## config.mk

```make
export PLATFORM = sky130hd
export DESIGN_NAME = dmst_config
export DESIGN_NICKNAME = d
export VERILOG_FILES = /design/src/common/dmst_pkg.sv /design/src/core/dmst_config.sv
export VERILOG_INCLUDE_DIRS = /design/src /design/src/common
export SDC_FILE = /design/constraint.sdc
export NUM_CORES = 1
export LEC_CHECK = 0
export BUFFER_PORTS_ARGS = -buffer_cell sky130_fd_sc_hd__buf_4
export CAP_MARGIN = 20
export CORE_MARGIN = 2
export CORE_UTILIZATION = 40
export CTS_BUF_LIST = sky130_fd_sc_hd__clkbuf_8
export DETAILED_ROUTE_END_ITERATION = 12
export HOLD_SLACK_MARGIN = 0.05
export PLACE_DENSITY_LB_ADDON = 0.05
export SLEW_MARGIN = 15
export SYNTH_ARGS = -nofsm -noshare
export SYNTH_HDL_FRONTEND = slang
export SYNTH_SLANG_ARGS = --single-unit
```

## constraint.sdc

```tcl
create_clock -name ref_clk_in -period 3.2 [get_ports ref_clk_in]
set_input_delay 0.32 -clock ref_clk_in [delete_from_list [all_inputs] [get_ports ref_clk_in]]
set_output_delay 0.32 -clock ref_clk_in [all_outputs]
set_load 0.03 [all_outputs]
```

## src/common/dmst_defines.svh

```systemverilog
// Purpose: Parameter addresses, codes, reset values and field positions
// Assumes: Parameters are addressed as menu number plus index within menu
// Notes:   Included by the core, the assertions and the bench; definitions only
`ifndef DMST_DEFINES_SVH
`define DMST_DEFINES_SVH

// Parameter addresses (menu, index)
`define DMST_MENU_BASIC      8'h00
`define DMST_MENU_TRIPS      8'h0a
`define DMST_IDX_UNLOCK      8'h00
`define DMST_IDX_MODE        8'h30
`define DMST_IDX_SECURITY    8'h31
`define DMST_IDX_VERSION     8'h32
`define DMST_IDX_TRIP_ACT    8'h33
`define DMST_IDX_TRIP_ALIAS  8'h25

// Unlock codes for mode change
`define DMST_UNLOCK_EUR      16'h04e5
`define DMST_UNLOCK_USA      16'h04e6

// Operating mode codes
`define DMST_MODE_OPEN_LOOP  3'h1
`define DMST_MODE_CL_VECTOR  3'h2
`define DMST_MODE_SERVO      3'h3
`define DMST_MODE_REGEN      3'h4

// Keypad security levels
`define DMST_SEC_MENU_ZERO   2'h0
`define DMST_SEC_ALL_MENUS   2'h1
`define DMST_SEC_LOCK_RESET  2'h2

// Version limits in hundredths (1.00 .. 99.99)
`define DMST_VER_MIN         16'h0064
`define DMST_VER_MAX         16'h270f

// Reset values and trip-action bit positions
`define DMST_RST_SECURITY    2'h0
`define DMST_RST_TRIP_ACT    4'h0
`define DMST_RST_UNLOCK      16'h0000
`define DMST_TA_STOP_FIRST   0
`define DMST_TA_NO_XTR_TRIP  1
`define DMST_TA_NO_PHASE     2
`define DMST_TA_NO_BRK_OPEN  3

`endif

```

## src/common/dmst_pkg.sv

```systemverilog
// Purpose: Types shared by the mode, security and trip-policy block
// Assumes: Constants live in dmst_defines.svh
// Notes:   Request and fault groups travel as packed structs
package dmst_pkg;

	// Parameter access request from keypad or serial host
	typedef struct packed {
		logic        wr;          // Write strobe, one cycle
		logic        rd;          // Read strobe, one cycle
		logic        from_keypad; // Source is keypad, else serial
		logic [7:0]  menu;        // Menu number
		logic [7:0]  index;       // Index within menu
		logic [15:0] wdata;       // Write value
	} dmst_req_s;

	// Fault indications from the drive protection logic
	typedef struct packed {
		logic motor_thermistor_fault;  // Low priority
		logic heatsink_thermal_fault;  // Low priority
		logic output_overload_fault;   // Low priority
		logic analog_in2_current_loss; // Low priority
		logic analog_in3_current_loss; // Low priority
		logic serial_link_loss;        // Low priority
		logic braking_power_transistor; // Braking transistor protection
		logic phase_loss;              // Supply phase loss
		logic brake_thermistor_open;   // Resistor thermistor open circuit
		logic brake_resistor_hot;      // Resistor overheating
	} dmst_fault_s;

	// Cause of the latched trip
	typedef enum logic [2:0] {
		DMST_CAUSE_NONE,
		DMST_CAUSE_LOW_PRIO,
		DMST_CAUSE_XTR,
		DMST_CAUSE_PHASE,
		DMST_CAUSE_BRK_TEMP
	} dmst_cause_e;

	// Protection sequence state
	typedef enum logic [1:0] {
		DMST_ST_RUN,
		DMST_ST_STOPPING,
		DMST_ST_TRIPPED
	} dmst_state_e;

endpackage : dmst_pkg

```

## src/core/dmst_config.sv

```systemverilog
// Purpose: Mode selector, keypad security, version and trip-action policy
// Assumes: Requests and faults come from logic on ref_clk_in; the reset
//          button and the frame strap are pins and are synchronised here
// Notes:   A request is answered by a one-cycle ack on the next edge
//
// Overview of operation
// (RULE1) Mode codes: 1 open, 2 vector, 3 servo, 4 regen
// (RULE2) Mode change needs unlock code 1253 or 1254
// (RULE3) Reset with new mode loads and stores defaults
// (RULE4) Mode write without unlock is ignored
// (RULE5) Level 0 keypad reaches menu zero only
// (RULE6) Level 1 keypad reaches all menus
// (RULE7) Level 2 locks at reset, becomes level 0
// (RULE8) Keypad may always change security level
// (RULE9) Version is read-only, 1.00 to 99.99
// (RULE10) Four-bit trip-action word, range 0-15, default 0
// (RULE11) Bit 0 clear: low-priority fault trips immediately
// (RULE12) Bit 0 set: stop then trip; regen immediate
// (RULE13) Bit 1 set suppresses braking transistor trips
// (RULE14) Bit 2 disables phase loss, 200V size 0 only
// (RULE15) Bit 3 clear: open thermistor raises resistor trip
// (RULE16) Bit 3 set suppresses open-thermistor detection; here only with the 200V size 0 strap
`include "dmst_defines.svh"

module dmst_config #(
	parameter logic [15:0] FW_VERSION   = 16'h0064, // Version in hundredths, arbitrary
	parameter logic [2:0]  DEFAULT_MODE = 3'h1      // Mode after power-up
) (
	input  wire logic                ref_clk_in,         // Control clock, 100 MHz
	input  wire logic                rst_n_in,           // Async reset, active low
	input  wire dmst_pkg::dmst_req_s req_in,             // Parameter request
	input  wire dmst_pkg::dmst_fault_s fault_in,         // Fault indications
	input  wire logic                motor_stopped_in,   // Motor at standstill
	input  wire logic                drive_reset_in,     // Reset button pin, high
	input  wire logic                size0_200v_in,      // Frame strap pin, high
	output logic [15:0]              param_rdata_out,    // Read value
	output logic                     param_ack_out,      // Request answered
	output logic                     param_err_out,      // Request refused
	output logic [2:0]               active_mode_out,    // Applied mode
	output logic                     defaults_usa_out,   // Last defaults were USA
	output logic                     defaults_load_out,  // Load mode defaults pulse
	output logic                     nv_store_out,       // Store to memory pulse
	output logic                     keypad_all_out,     // Keypad may reach all menus
	output logic                     security_locked_out, // User security locked
	output logic                     stop_request_out,   // Bring motor to stop
	output logic                     drive_trip_out,     // Drive tripped
	output dmst_pkg::dmst_cause_e    trip_cause_out      // Cause of trip
);
	import dmst_pkg::*;

	// Elaboration checks on parameters
	if (FW_VERSION < `DMST_VER_MIN || FW_VERSION > `DMST_VER_MAX) begin : g_chk_ver
		$error("FW_VERSION outside 1.00 to 99.99");
	end
	if (DEFAULT_MODE < `DMST_MODE_OPEN_LOOP || DEFAULT_MODE > `DMST_MODE_REGEN) begin : g_chk_mode
		$error("DEFAULT_MODE not a valid mode code");
	end

	// Stored parameters
	logic [15:0] unlock_code;          // general_unlock_parameter
	logic [2:0]  operating_mode_select; // Requested mode
	logic [2:0]  active_mode;          // Mode applied at last reset
	logic [1:0]  keypad_security_level; // Security level
	logic        sec_locked;           // Lock caught at reset
	logic [3:0]  trip_action_bits;     // Trip policy word

	// Pin synchronisers; first stages read only by second stages
	logic        rst_pin_s1;           // Reset pin, stage 1
	logic        rst_pin_s2;           // Reset pin, stage 2
	logic        rst_pin_d;            // Delayed for edge detect
	logic        strap_s1;             // Frame strap, stage 1
	logic        strap_s2;             // Frame strap, stage 2

	// Protection state
	dmst_state_e state;                // Sequence state
	dmst_state_e next_state;           // Next sequence state
	dmst_cause_e cause;                // Latched cause
	dmst_cause_e next_cause;           // Next cause

	// Pin synchronisers, two flops each
	always_ff @(posedge ref_clk_in or negedge rst_n_in) begin
		if (!rst_n_in) begin
			// Pins read low until sampled
			rst_pin_s1 <= 1'b0;
			rst_pin_s2 <= 1'b0;
			rst_pin_d  <= 1'b0;
			strap_s1   <= 1'b0;
			strap_s2   <= 1'b0;
		end else begin
			rst_pin_s1 <= drive_reset_in;
			rst_pin_s2 <= rst_pin_s1;
			rst_pin_d  <= rst_pin_s2;
			strap_s1   <= size0_200v_in;
			strap_s2   <= strap_s1;
		end
	end

	// Drive reset event on rising edge of the synchronised button
	wire reset_evt = rst_pin_s2 & ~rst_pin_d;

	// Address decode
	wire in_basic   = (req_in.menu == `DMST_MENU_BASIC);
	// Unlock sits at index 0 of any menu
	wire sel_unlock = (req_in.index == `DMST_IDX_UNLOCK);
	wire sel_mode   = in_basic & (req_in.index == `DMST_IDX_MODE);
	wire sel_sec    = in_basic & (req_in.index == `DMST_IDX_SECURITY);
	wire sel_ver    = in_basic & (req_in.index == `DMST_IDX_VERSION);
	wire sel_ta     = (in_basic & (req_in.index == `DMST_IDX_TRIP_ACT)) |
	                  ((req_in.menu == `DMST_MENU_TRIPS) &
	                   (req_in.index == `DMST_IDX_TRIP_ALIAS));
	wire sel_any    = sel_unlock | sel_mode | sel_sec | sel_ver | sel_ta;

	// Keypad access gate; the level itself always stays reachable
	wire level_zero = (keypad_security_level == `DMST_SEC_MENU_ZERO);
	wire kp_menu_ok = ~level_zero | in_basic;               // [RULE5] [RULE6]
	// A lock bars the keypad elsewhere
	wire kp_ok      = ~req_in.from_keypad | sel_sec |        // [RULE8]
	                  (kp_menu_ok & ~sec_locked);

	// Unlock check for mode change
	wire unlock_ok  = (unlock_code == `DMST_UNLOCK_EUR) |
	                  (unlock_code == `DMST_UNLOCK_USA);     // [RULE2]
	wire mode_valid = (req_in.wdata >= {13'h0000, `DMST_MODE_OPEN_LOOP}) &
	                  (req_in.wdata <= {13'h0000, `DMST_MODE_REGEN}); // [RULE1]

	// Value checks per parameter
	wire sec_valid  = (req_in.wdata <= {14'h0000, `DMST_SEC_LOCK_RESET});
	wire ta_valid   = (req_in.wdata[15:4] == 12'h000);       // [RULE10]

	// Write acceptance per target
	wire wr_ok      = req_in.wr & kp_ok;
	wire wr_unlock  = wr_ok & sel_unlock;
	wire wr_mode    = wr_ok & sel_mode &
	                  unlock_ok & mode_valid;                // [RULE4]
	wire wr_sec     = wr_ok & sel_sec & sec_valid;
	wire wr_ta      = wr_ok & sel_ta & ta_valid;

	// A write that stores nothing is refused; version never stores
	wire wr_refused = req_in.wr &
	                  ~(wr_unlock | wr_mode | wr_sec | wr_ta); // [RULE9]
	wire rd_refused = req_in.rd &
	                  (~sel_any | ~kp_ok);

	// Read multiplexer
	wire [15:0] rd_value =
		// Narrow values sit in the low bits
		sel_unlock ? unlock_code :
		sel_mode   ? {13'h0000, operating_mode_select} :
		sel_sec    ? {14'h0000, keypad_security_level} :
		sel_ver    ? FW_VERSION :                        // [RULE9]
		sel_ta     ? {12'h000, trip_action_bits} :
		             16'h0000;

	// Mode applies only at reset and only if it differs
	wire mode_change = reset_evt &
	                   (operating_mode_select != active_mode); // [RULE3]

	// Unlock code; cleared at drive reset so it returns to zero
	always_ff @(posedge ref_clk_in or negedge rst_n_in) begin
		if (!rst_n_in) begin
			unlock_code <= `DMST_RST_UNLOCK;
		end else if (wr_unlock) begin
			unlock_code <= req_in.wdata;
		end else if (reset_evt) begin
			// Each mode change needs a fresh code
			unlock_code <= `DMST_RST_UNLOCK;
		end
	end

	// Mode selector, guarded by the unlock code
	always_ff @(posedge ref_clk_in or negedge rst_n_in) begin
		if (!rst_n_in) begin
			operating_mode_select <= DEFAULT_MODE;
		end else if (wr_mode) begin                       // [RULE2] [RULE4]
			// Refused writes never get here
			operating_mode_select <= req_in.wdata[2:0];
		end
	end

	// Applied mode and defaults load with store
	always_ff @(posedge ref_clk_in or negedge rst_n_in) begin
		if (!rst_n_in) begin
			active_mode       <= DEFAULT_MODE;
			defaults_usa_out  <= 1'b0;
			defaults_load_out <= 1'b0;
			nv_store_out      <= 1'b0;
		end else begin
			defaults_load_out <= mode_change;             // [RULE3]
			nv_store_out      <= mode_change;             // [RULE3]
			if (mode_change) begin
				active_mode      <= operating_mode_select;
				// Code in force at reset picks the region
				defaults_usa_out <= (unlock_code == `DMST_UNLOCK_USA);
			end
		end
	end

	// Security level and lock; lock is caught on the drive reset
	always_ff @(posedge ref_clk_in or negedge rst_n_in) begin
		if (!rst_n_in) begin
			keypad_security_level <= `DMST_RST_SECURITY;
			sec_locked            <= 1'b0;
		end else if (reset_evt &&
		             keypad_security_level == `DMST_SEC_LOCK_RESET) begin
			// Lock wins over a write in the same cycle
			keypad_security_level <= `DMST_SEC_MENU_ZERO;  // [RULE7]
			sec_locked            <= 1'b1;                 // [RULE7]
		end else if (wr_sec) begin                        // [RULE8]
			keypad_security_level <= req_in.wdata[1:0];
			// Granting all menus is the way out of the lock
			if (req_in.wdata[1:0] == `DMST_SEC_ALL_MENUS) begin
				sec_locked <= 1'b0;
			end
		end
	end

	// Trip-action word, reached at both addresses
	always_ff @(posedge ref_clk_in or negedge rst_n_in) begin
		if (!rst_n_in) begin
			trip_action_bits <= `DMST_RST_TRIP_ACT;        // [RULE10]
		end else if (wr_ta) begin
			// Alias shares this storage
			trip_action_bits <= req_in.wdata[3:0];         // [RULE10]
		end
	end

	// Request answer, one cycle after the strobe
	always_ff @(posedge ref_clk_in or negedge rst_n_in) begin
		if (!rst_n_in) begin
			param_rdata_out <= 16'h0000;
			param_ack_out   <= 1'b0;
			param_err_out   <= 1'b0;
		end else begin
			// Every strobe is acked, refused or not
			param_ack_out   <= req_in.wr | req_in.rd;
			param_err_out   <= wr_refused | rd_refused;
			// Refused reads return zero so nothing leaks past security
			param_rdata_out <= (req_in.rd & ~rd_refused) ?
			                   rd_value : 16'h0000;
		end
	end

	// Fault qualification by the trip-action word
	wire low_prio  = fault_in.motor_thermistor_fault |
	                 fault_in.heatsink_thermal_fault |
	                 fault_in.output_overload_fault |
	                 fault_in.analog_in2_current_loss |
	                 fault_in.analog_in3_current_loss |
	                 fault_in.serial_link_loss;          // [RULE11]
	wire xtr_trip  = fault_in.braking_power_transistor &
	                 ~trip_action_bits[`DMST_TA_NO_XTR_TRIP]; // [RULE13]
	// Strap: the 200V smallest frame
	wire phase_trip = fault_in.phase_loss &
	                  ~(trip_action_bits[`DMST_TA_NO_PHASE] & strap_s2); // [RULE14]
	// Open thermistor also covers an unfitted resistor
	wire brk_open  = fault_in.brake_thermistor_open &
	                 ~(trip_action_bits[`DMST_TA_NO_BRK_OPEN] & strap_s2); // [RULE15] [RULE16]
	wire brk_trip  = brk_open | fault_in.brake_resistor_hot;
	// Resistor hot trips on every frame
	wire hi_trip   = xtr_trip | phase_trip | brk_trip;

	// Stop first only if asked and not in regen
	wire stop_first = trip_action_bits[`DMST_TA_STOP_FIRST] &
	                  (active_mode != `DMST_MODE_REGEN);  // [RULE12]

	// Cause of a high-priority trip, fixed priority order
	wire dmst_cause_e hi_cause =
		xtr_trip   ? DMST_CAUSE_XTR :
		phase_trip ? DMST_CAUSE_PHASE :
		             DMST_CAUSE_BRK_TEMP;

	// Protection sequence
	always_comb begin
		next_state = state;
		next_cause = cause;
		unique case (state)
			DMST_ST_RUN: begin
				// Serious faults never wait for a stop
				if (hi_trip) begin
					next_state = DMST_ST_TRIPPED;
					next_cause = hi_cause;
				end else if (low_prio && stop_first) begin
					next_state = DMST_ST_STOPPING;         // [RULE12]
				end else if (low_prio) begin
					next_state = DMST_ST_TRIPPED;          // [RULE11]
					next_cause = DMST_CAUSE_LOW_PRIO;
				end
			end

			DMST_ST_STOPPING: begin
				// A serious fault overrides the controlled stop
				if (hi_trip) begin
					next_state = DMST_ST_TRIPPED;
					next_cause = hi_cause;
				end else if (motor_stopped_in || !stop_first) begin
					next_state = DMST_ST_TRIPPED;          // [RULE12]
					next_cause = DMST_CAUSE_LOW_PRIO;
				end
			end

			DMST_ST_TRIPPED: begin
				// A fault still present keeps the trip; set wins over reset
				if (reset_evt && !hi_trip && !low_prio) begin
					next_state = DMST_ST_RUN;
					next_cause = DMST_CAUSE_NONE;
				end
			end
		endcase
	end

	// Protection state registers
	always_ff @(posedge ref_clk_in or negedge rst_n_in) begin
		if (!rst_n_in) begin
			// Power-up runs untripped
			state <= DMST_ST_RUN;
			cause <= DMST_CAUSE_NONE;
		end else begin
			state <= next_state;
			cause <= next_cause;
		end
	end

	// Registered status outputs
	always_ff @(posedge ref_clk_in or negedge rst_n_in) begin
		if (!rst_n_in) begin
			active_mode_out     <= DEFAULT_MODE;
			keypad_all_out      <= 1'b0;
			security_locked_out <= 1'b0;
			stop_request_out    <= 1'b0;
			drive_trip_out      <= 1'b0;
			trip_cause_out      <= DMST_CAUSE_NONE;
		end else begin
			active_mode_out     <= active_mode;
			keypad_all_out      <= ~level_zero & ~sec_locked; // [RULE5] [RULE6]
			security_locked_out <= sec_locked;
			// Stop and trip track next state
			stop_request_out    <= (next_state == DMST_ST_STOPPING);
			drive_trip_out      <= (next_state == DMST_ST_TRIPPED);
			trip_cause_out      <= next_cause;
		end
	end

endmodule : dmst_config

```

==> reports/qor.csv <==
metric,value,unit
vias per inst,5.017,
post-CTS resize count,0,
syn_nets,339,
Compound-Gate Fraction of Synth Area,8.559,%
nets@finish,427,
Psw,0.5091,mW
Die H,92.64,um
Rows,32,
initial antenna violation count,0,
Post-synth top flop,dfrtp_1,
drt total wl,7011,um
Netlist cell types,56,
Worst path max stage delay,0.57,ns
met3 WL,403,um
status,finished clean,
CP max stage cell,or4_4,
port buffer count,80,
Synth Area in Adders,1.194,%
Internal,1.366,mW
clk_skew,0.008163,ns
"Req. time, crit path",3.42,ns
sequential fraction of the synthesis area,52.67,%
CTS Hold Bufs,0,
worst-path cell chain,buf_4 -> or4_4 -> or4_4 -> o211a_1 -> nor3_4 -> mux2_4,
clk buf depth,2,
RSZ-0062 raised after global routing,false,
hold crit path type,input pin to asynchronous set/reset pin,
CTS Buf Count,9,
post-CTS setup buffer count,0,
Mapped Cells,286,
worst reg2reg startpoint,unlock_code[4],
Netlist Area Pre-Place,3143,um^2
IO Pins,81,
mux share of post-synthesis cell area,9.713,%
logic gate share of total power,17.2,%
# diodes,0,
synth warn,0,
Detail Route Antenna Nets,0,
Startpoint Class,input pin,
DRT iter0 DRCs,95,
via count,2413,
final hold violation count,0,
Simple-Gate Fraction of Synth Area,22.17,%
initial core utilization,40.89,%
Post-Route M1 WL,3289,um
Worst Path Arrival,2.61,ns
post-synthesis xor/xnor area fraction,1.393,%
Mean Syn Cell Area,10.99,um^2
vias in the first global route,2358,
Final Util,52.54,%
TritonCTS clock tree,yes,
"Max FO, Critical Path",8,
dpl hpwl,5230,um
Worst path most repeated cell,or4_4,
grt ovf,0,
"most common cell after layout, fill and taps aside",buf_4,
Wirelength per Cell,14.58,um
Sw Ratio,27.15,%
Tmin final,2.390,ns
DRT Pass-1 Iters,4,
CP Capture Type,flip-flop,
"EDFF count, synth",0,
critical path class,input pin to flip-flop,
GRT Total Usage,17.58,%
DIE WIDTH,92.64,um
VDD IR-drop max,0.2649,mV
# setup viols final,0,
Num Clock Sinks,66,
DIE AREA,8582,um^2
launch point of the worst path,req_in[24],
"Slew Viols, Final",0,
Max Cap Viol,0,
fraction of layout cells with a size suffix above 1,32.98,%
Leakage,1.917,nW
Max-slew headroom,45.79,%
Pwr per Cell Area,464.2,nW/um^2
largest family of logic cells by synthesized area,simple AND/OR/NAND/NOR gates,
CTS HTree Levels,3,
clock latency on the worst-skew pair,0.33,ns
clk root buf,clkbuf_8,
"Reg clk slew, reported paths",0.07,ns
Final Cycle Share,74.70,%
Yosys reg bits,66,
pin count of the biggest net entering global routing,67,
most frequent cells in the layout,"83 x buf_4, 63 x dfrtp_1, 27 x inv_1",
global-route wire length before repair,11620,um
actual slew at the worst max-slew pin,0.8132,ns
DR DRC count,0,
register share of total power,47.7,%
Sum Neg Setup Slack,0,ns
asr flop ratio synth,100.0,%
fmax,418.4,MHz
clock network power share,35.1,%
wire length on met2,3243,um
GP Congestion,0.8036,
CORE AREA,7687,um^2
uppermost layer routed,met4,
area delta synth->final,28.50,%
## per-stage QoR
step	area, um^2	std cells	hold slack, ns	setup WS [ns]	power (mW)
after floorplan	3143	286	0.02441	0.7583	1.092
after global placement	3852	465	0.3320	0.4790	1.235
after detailed placement	3852	465	0.3365	0.4561	1.240
after CTS	4039	481	0.07618	0.8173	1.898
after global routing	4039	481	0.06004	0.7170	1.974
final	4039	481	0.08429	0.8097	1.875
## worst paths after layout
| path | cells after the start | slack (ns) | to |
|---|---|---|---|
| worst min register to register | 0 | 0.35 | rst_pin_s2 |
| worst max register to register | 5 | 1.13 | operating_mode_select[1] |
| max in group asynchronous | 1 | 2.59 | param_rdata_out[10] |
| min in group ref_clk_in | 1 | 0.09 | strap_s1 |
| worst min-delay path | 1 | 0.08 | keypad_all_out |
| worst max-delay path | 6 | 0.81 | trip_action_bits[2] |
## area by class of cell
cell class                      count  area (um^2)
Clock buffer                        9        123.9
Clock inverter                      7        62.56
Fill cell                         703         3649
Inverter                           25        93.84
Multi-Input combinational cell    189         1353
Sequential cell                    66         1655
Tap cell                          102        127.6
Timing Repair Buffer               83        623.1
## state kept, by name, indices dropped and copies added, names as in the netlist
register               flops
param_rdata_out           16
keypad_all_out             1
strap_s1                   1
drive_trip_out             1
state                      2
param_err_out              1
operating_mode_select      3
active_mode                3
defaults_usa_out           1
strap_s2                   1
stop_request_out           1
nv_store_out               1
rst_pin_d                  1
trip_action_bits           4
unlock_code               16
rst_pin_s1                 1
trip_cause_out             3
sec_locked                 1
rst_pin_s2                 1
keypad_security_level      2
param_ack_out              1
security_locked_out        1
active_mode_out            3
## kinds of logic after synthesis
group,Yosys count
xor gates and xnor gates,5
and+or+nand+nor,115
buffers and inverters,31
AOI/OAI and AO/OA,38
DFF,66
muxes,28
adders and majority gates,3
## synthesized netlist by cell type, drive strengths merged, types with 3 or more instances
master | count | area share [%]
and3 | 3 | 0.60
and2 | 12 | 2.4
nor2 | 17 | 2.5
clkbuf | 3 | 0.36
buf | 3 | 0.96
nand4 | 3 | 0.60
inv | 25 | 3.0
nand2 | 25 | 3.0
or3 | 3 | 0.60
dfrtp | 63 | 50
nand3 | 4 | 0.64
dfstp | 3 | 2.5
or4 | 5 | 1.6
nor3 | 11 | 2.6
mux2 | 11 | 4.3
nor4 | 10 | 2.0
mux2i | 17 | 5.4
xnor2 | 5 | 1.4
or2 | 5 | 1.0
a21oi | 8 | 1.3
o21ai | 5 | 0.80
ha | 3 | 1.2
a211oi | 4 | 0.96
nand2b | 3 | 0.60
## critical path: cells and delay by family
family	cells	cell delay [ns]
AND/OR/NAND/NOR	3	1.53
AO/OA/AOI/OAI	1	0.32
buffers and inverters	1	0.11
multiplexers	1	0.33
## power by group through the flow
stage | sequential (mW) | clock, mW | combinational, mW
after floorplan | 0.961 | 0 | 0.132
after global placement | 0.910 | 0 | 0.325
after detailed placement | 0.910 | 0 | 0.330
after CTS | 0.894 | 0.674 | 0.330
after global routing | 0.899 | 0.720 | 0.354
final | 0.894 | 0.657 | 0.323
## per-layer routing
layer | GRT usage [%] | up-vias
li1 | - | 1192
met1 | 24.23 | 1148
met2 | 27.19 | 66
met3 | 5.207 | 7
met4 | 4.779 | 0
met5 | 0 | -
Power figures use the tool's default switching activity.
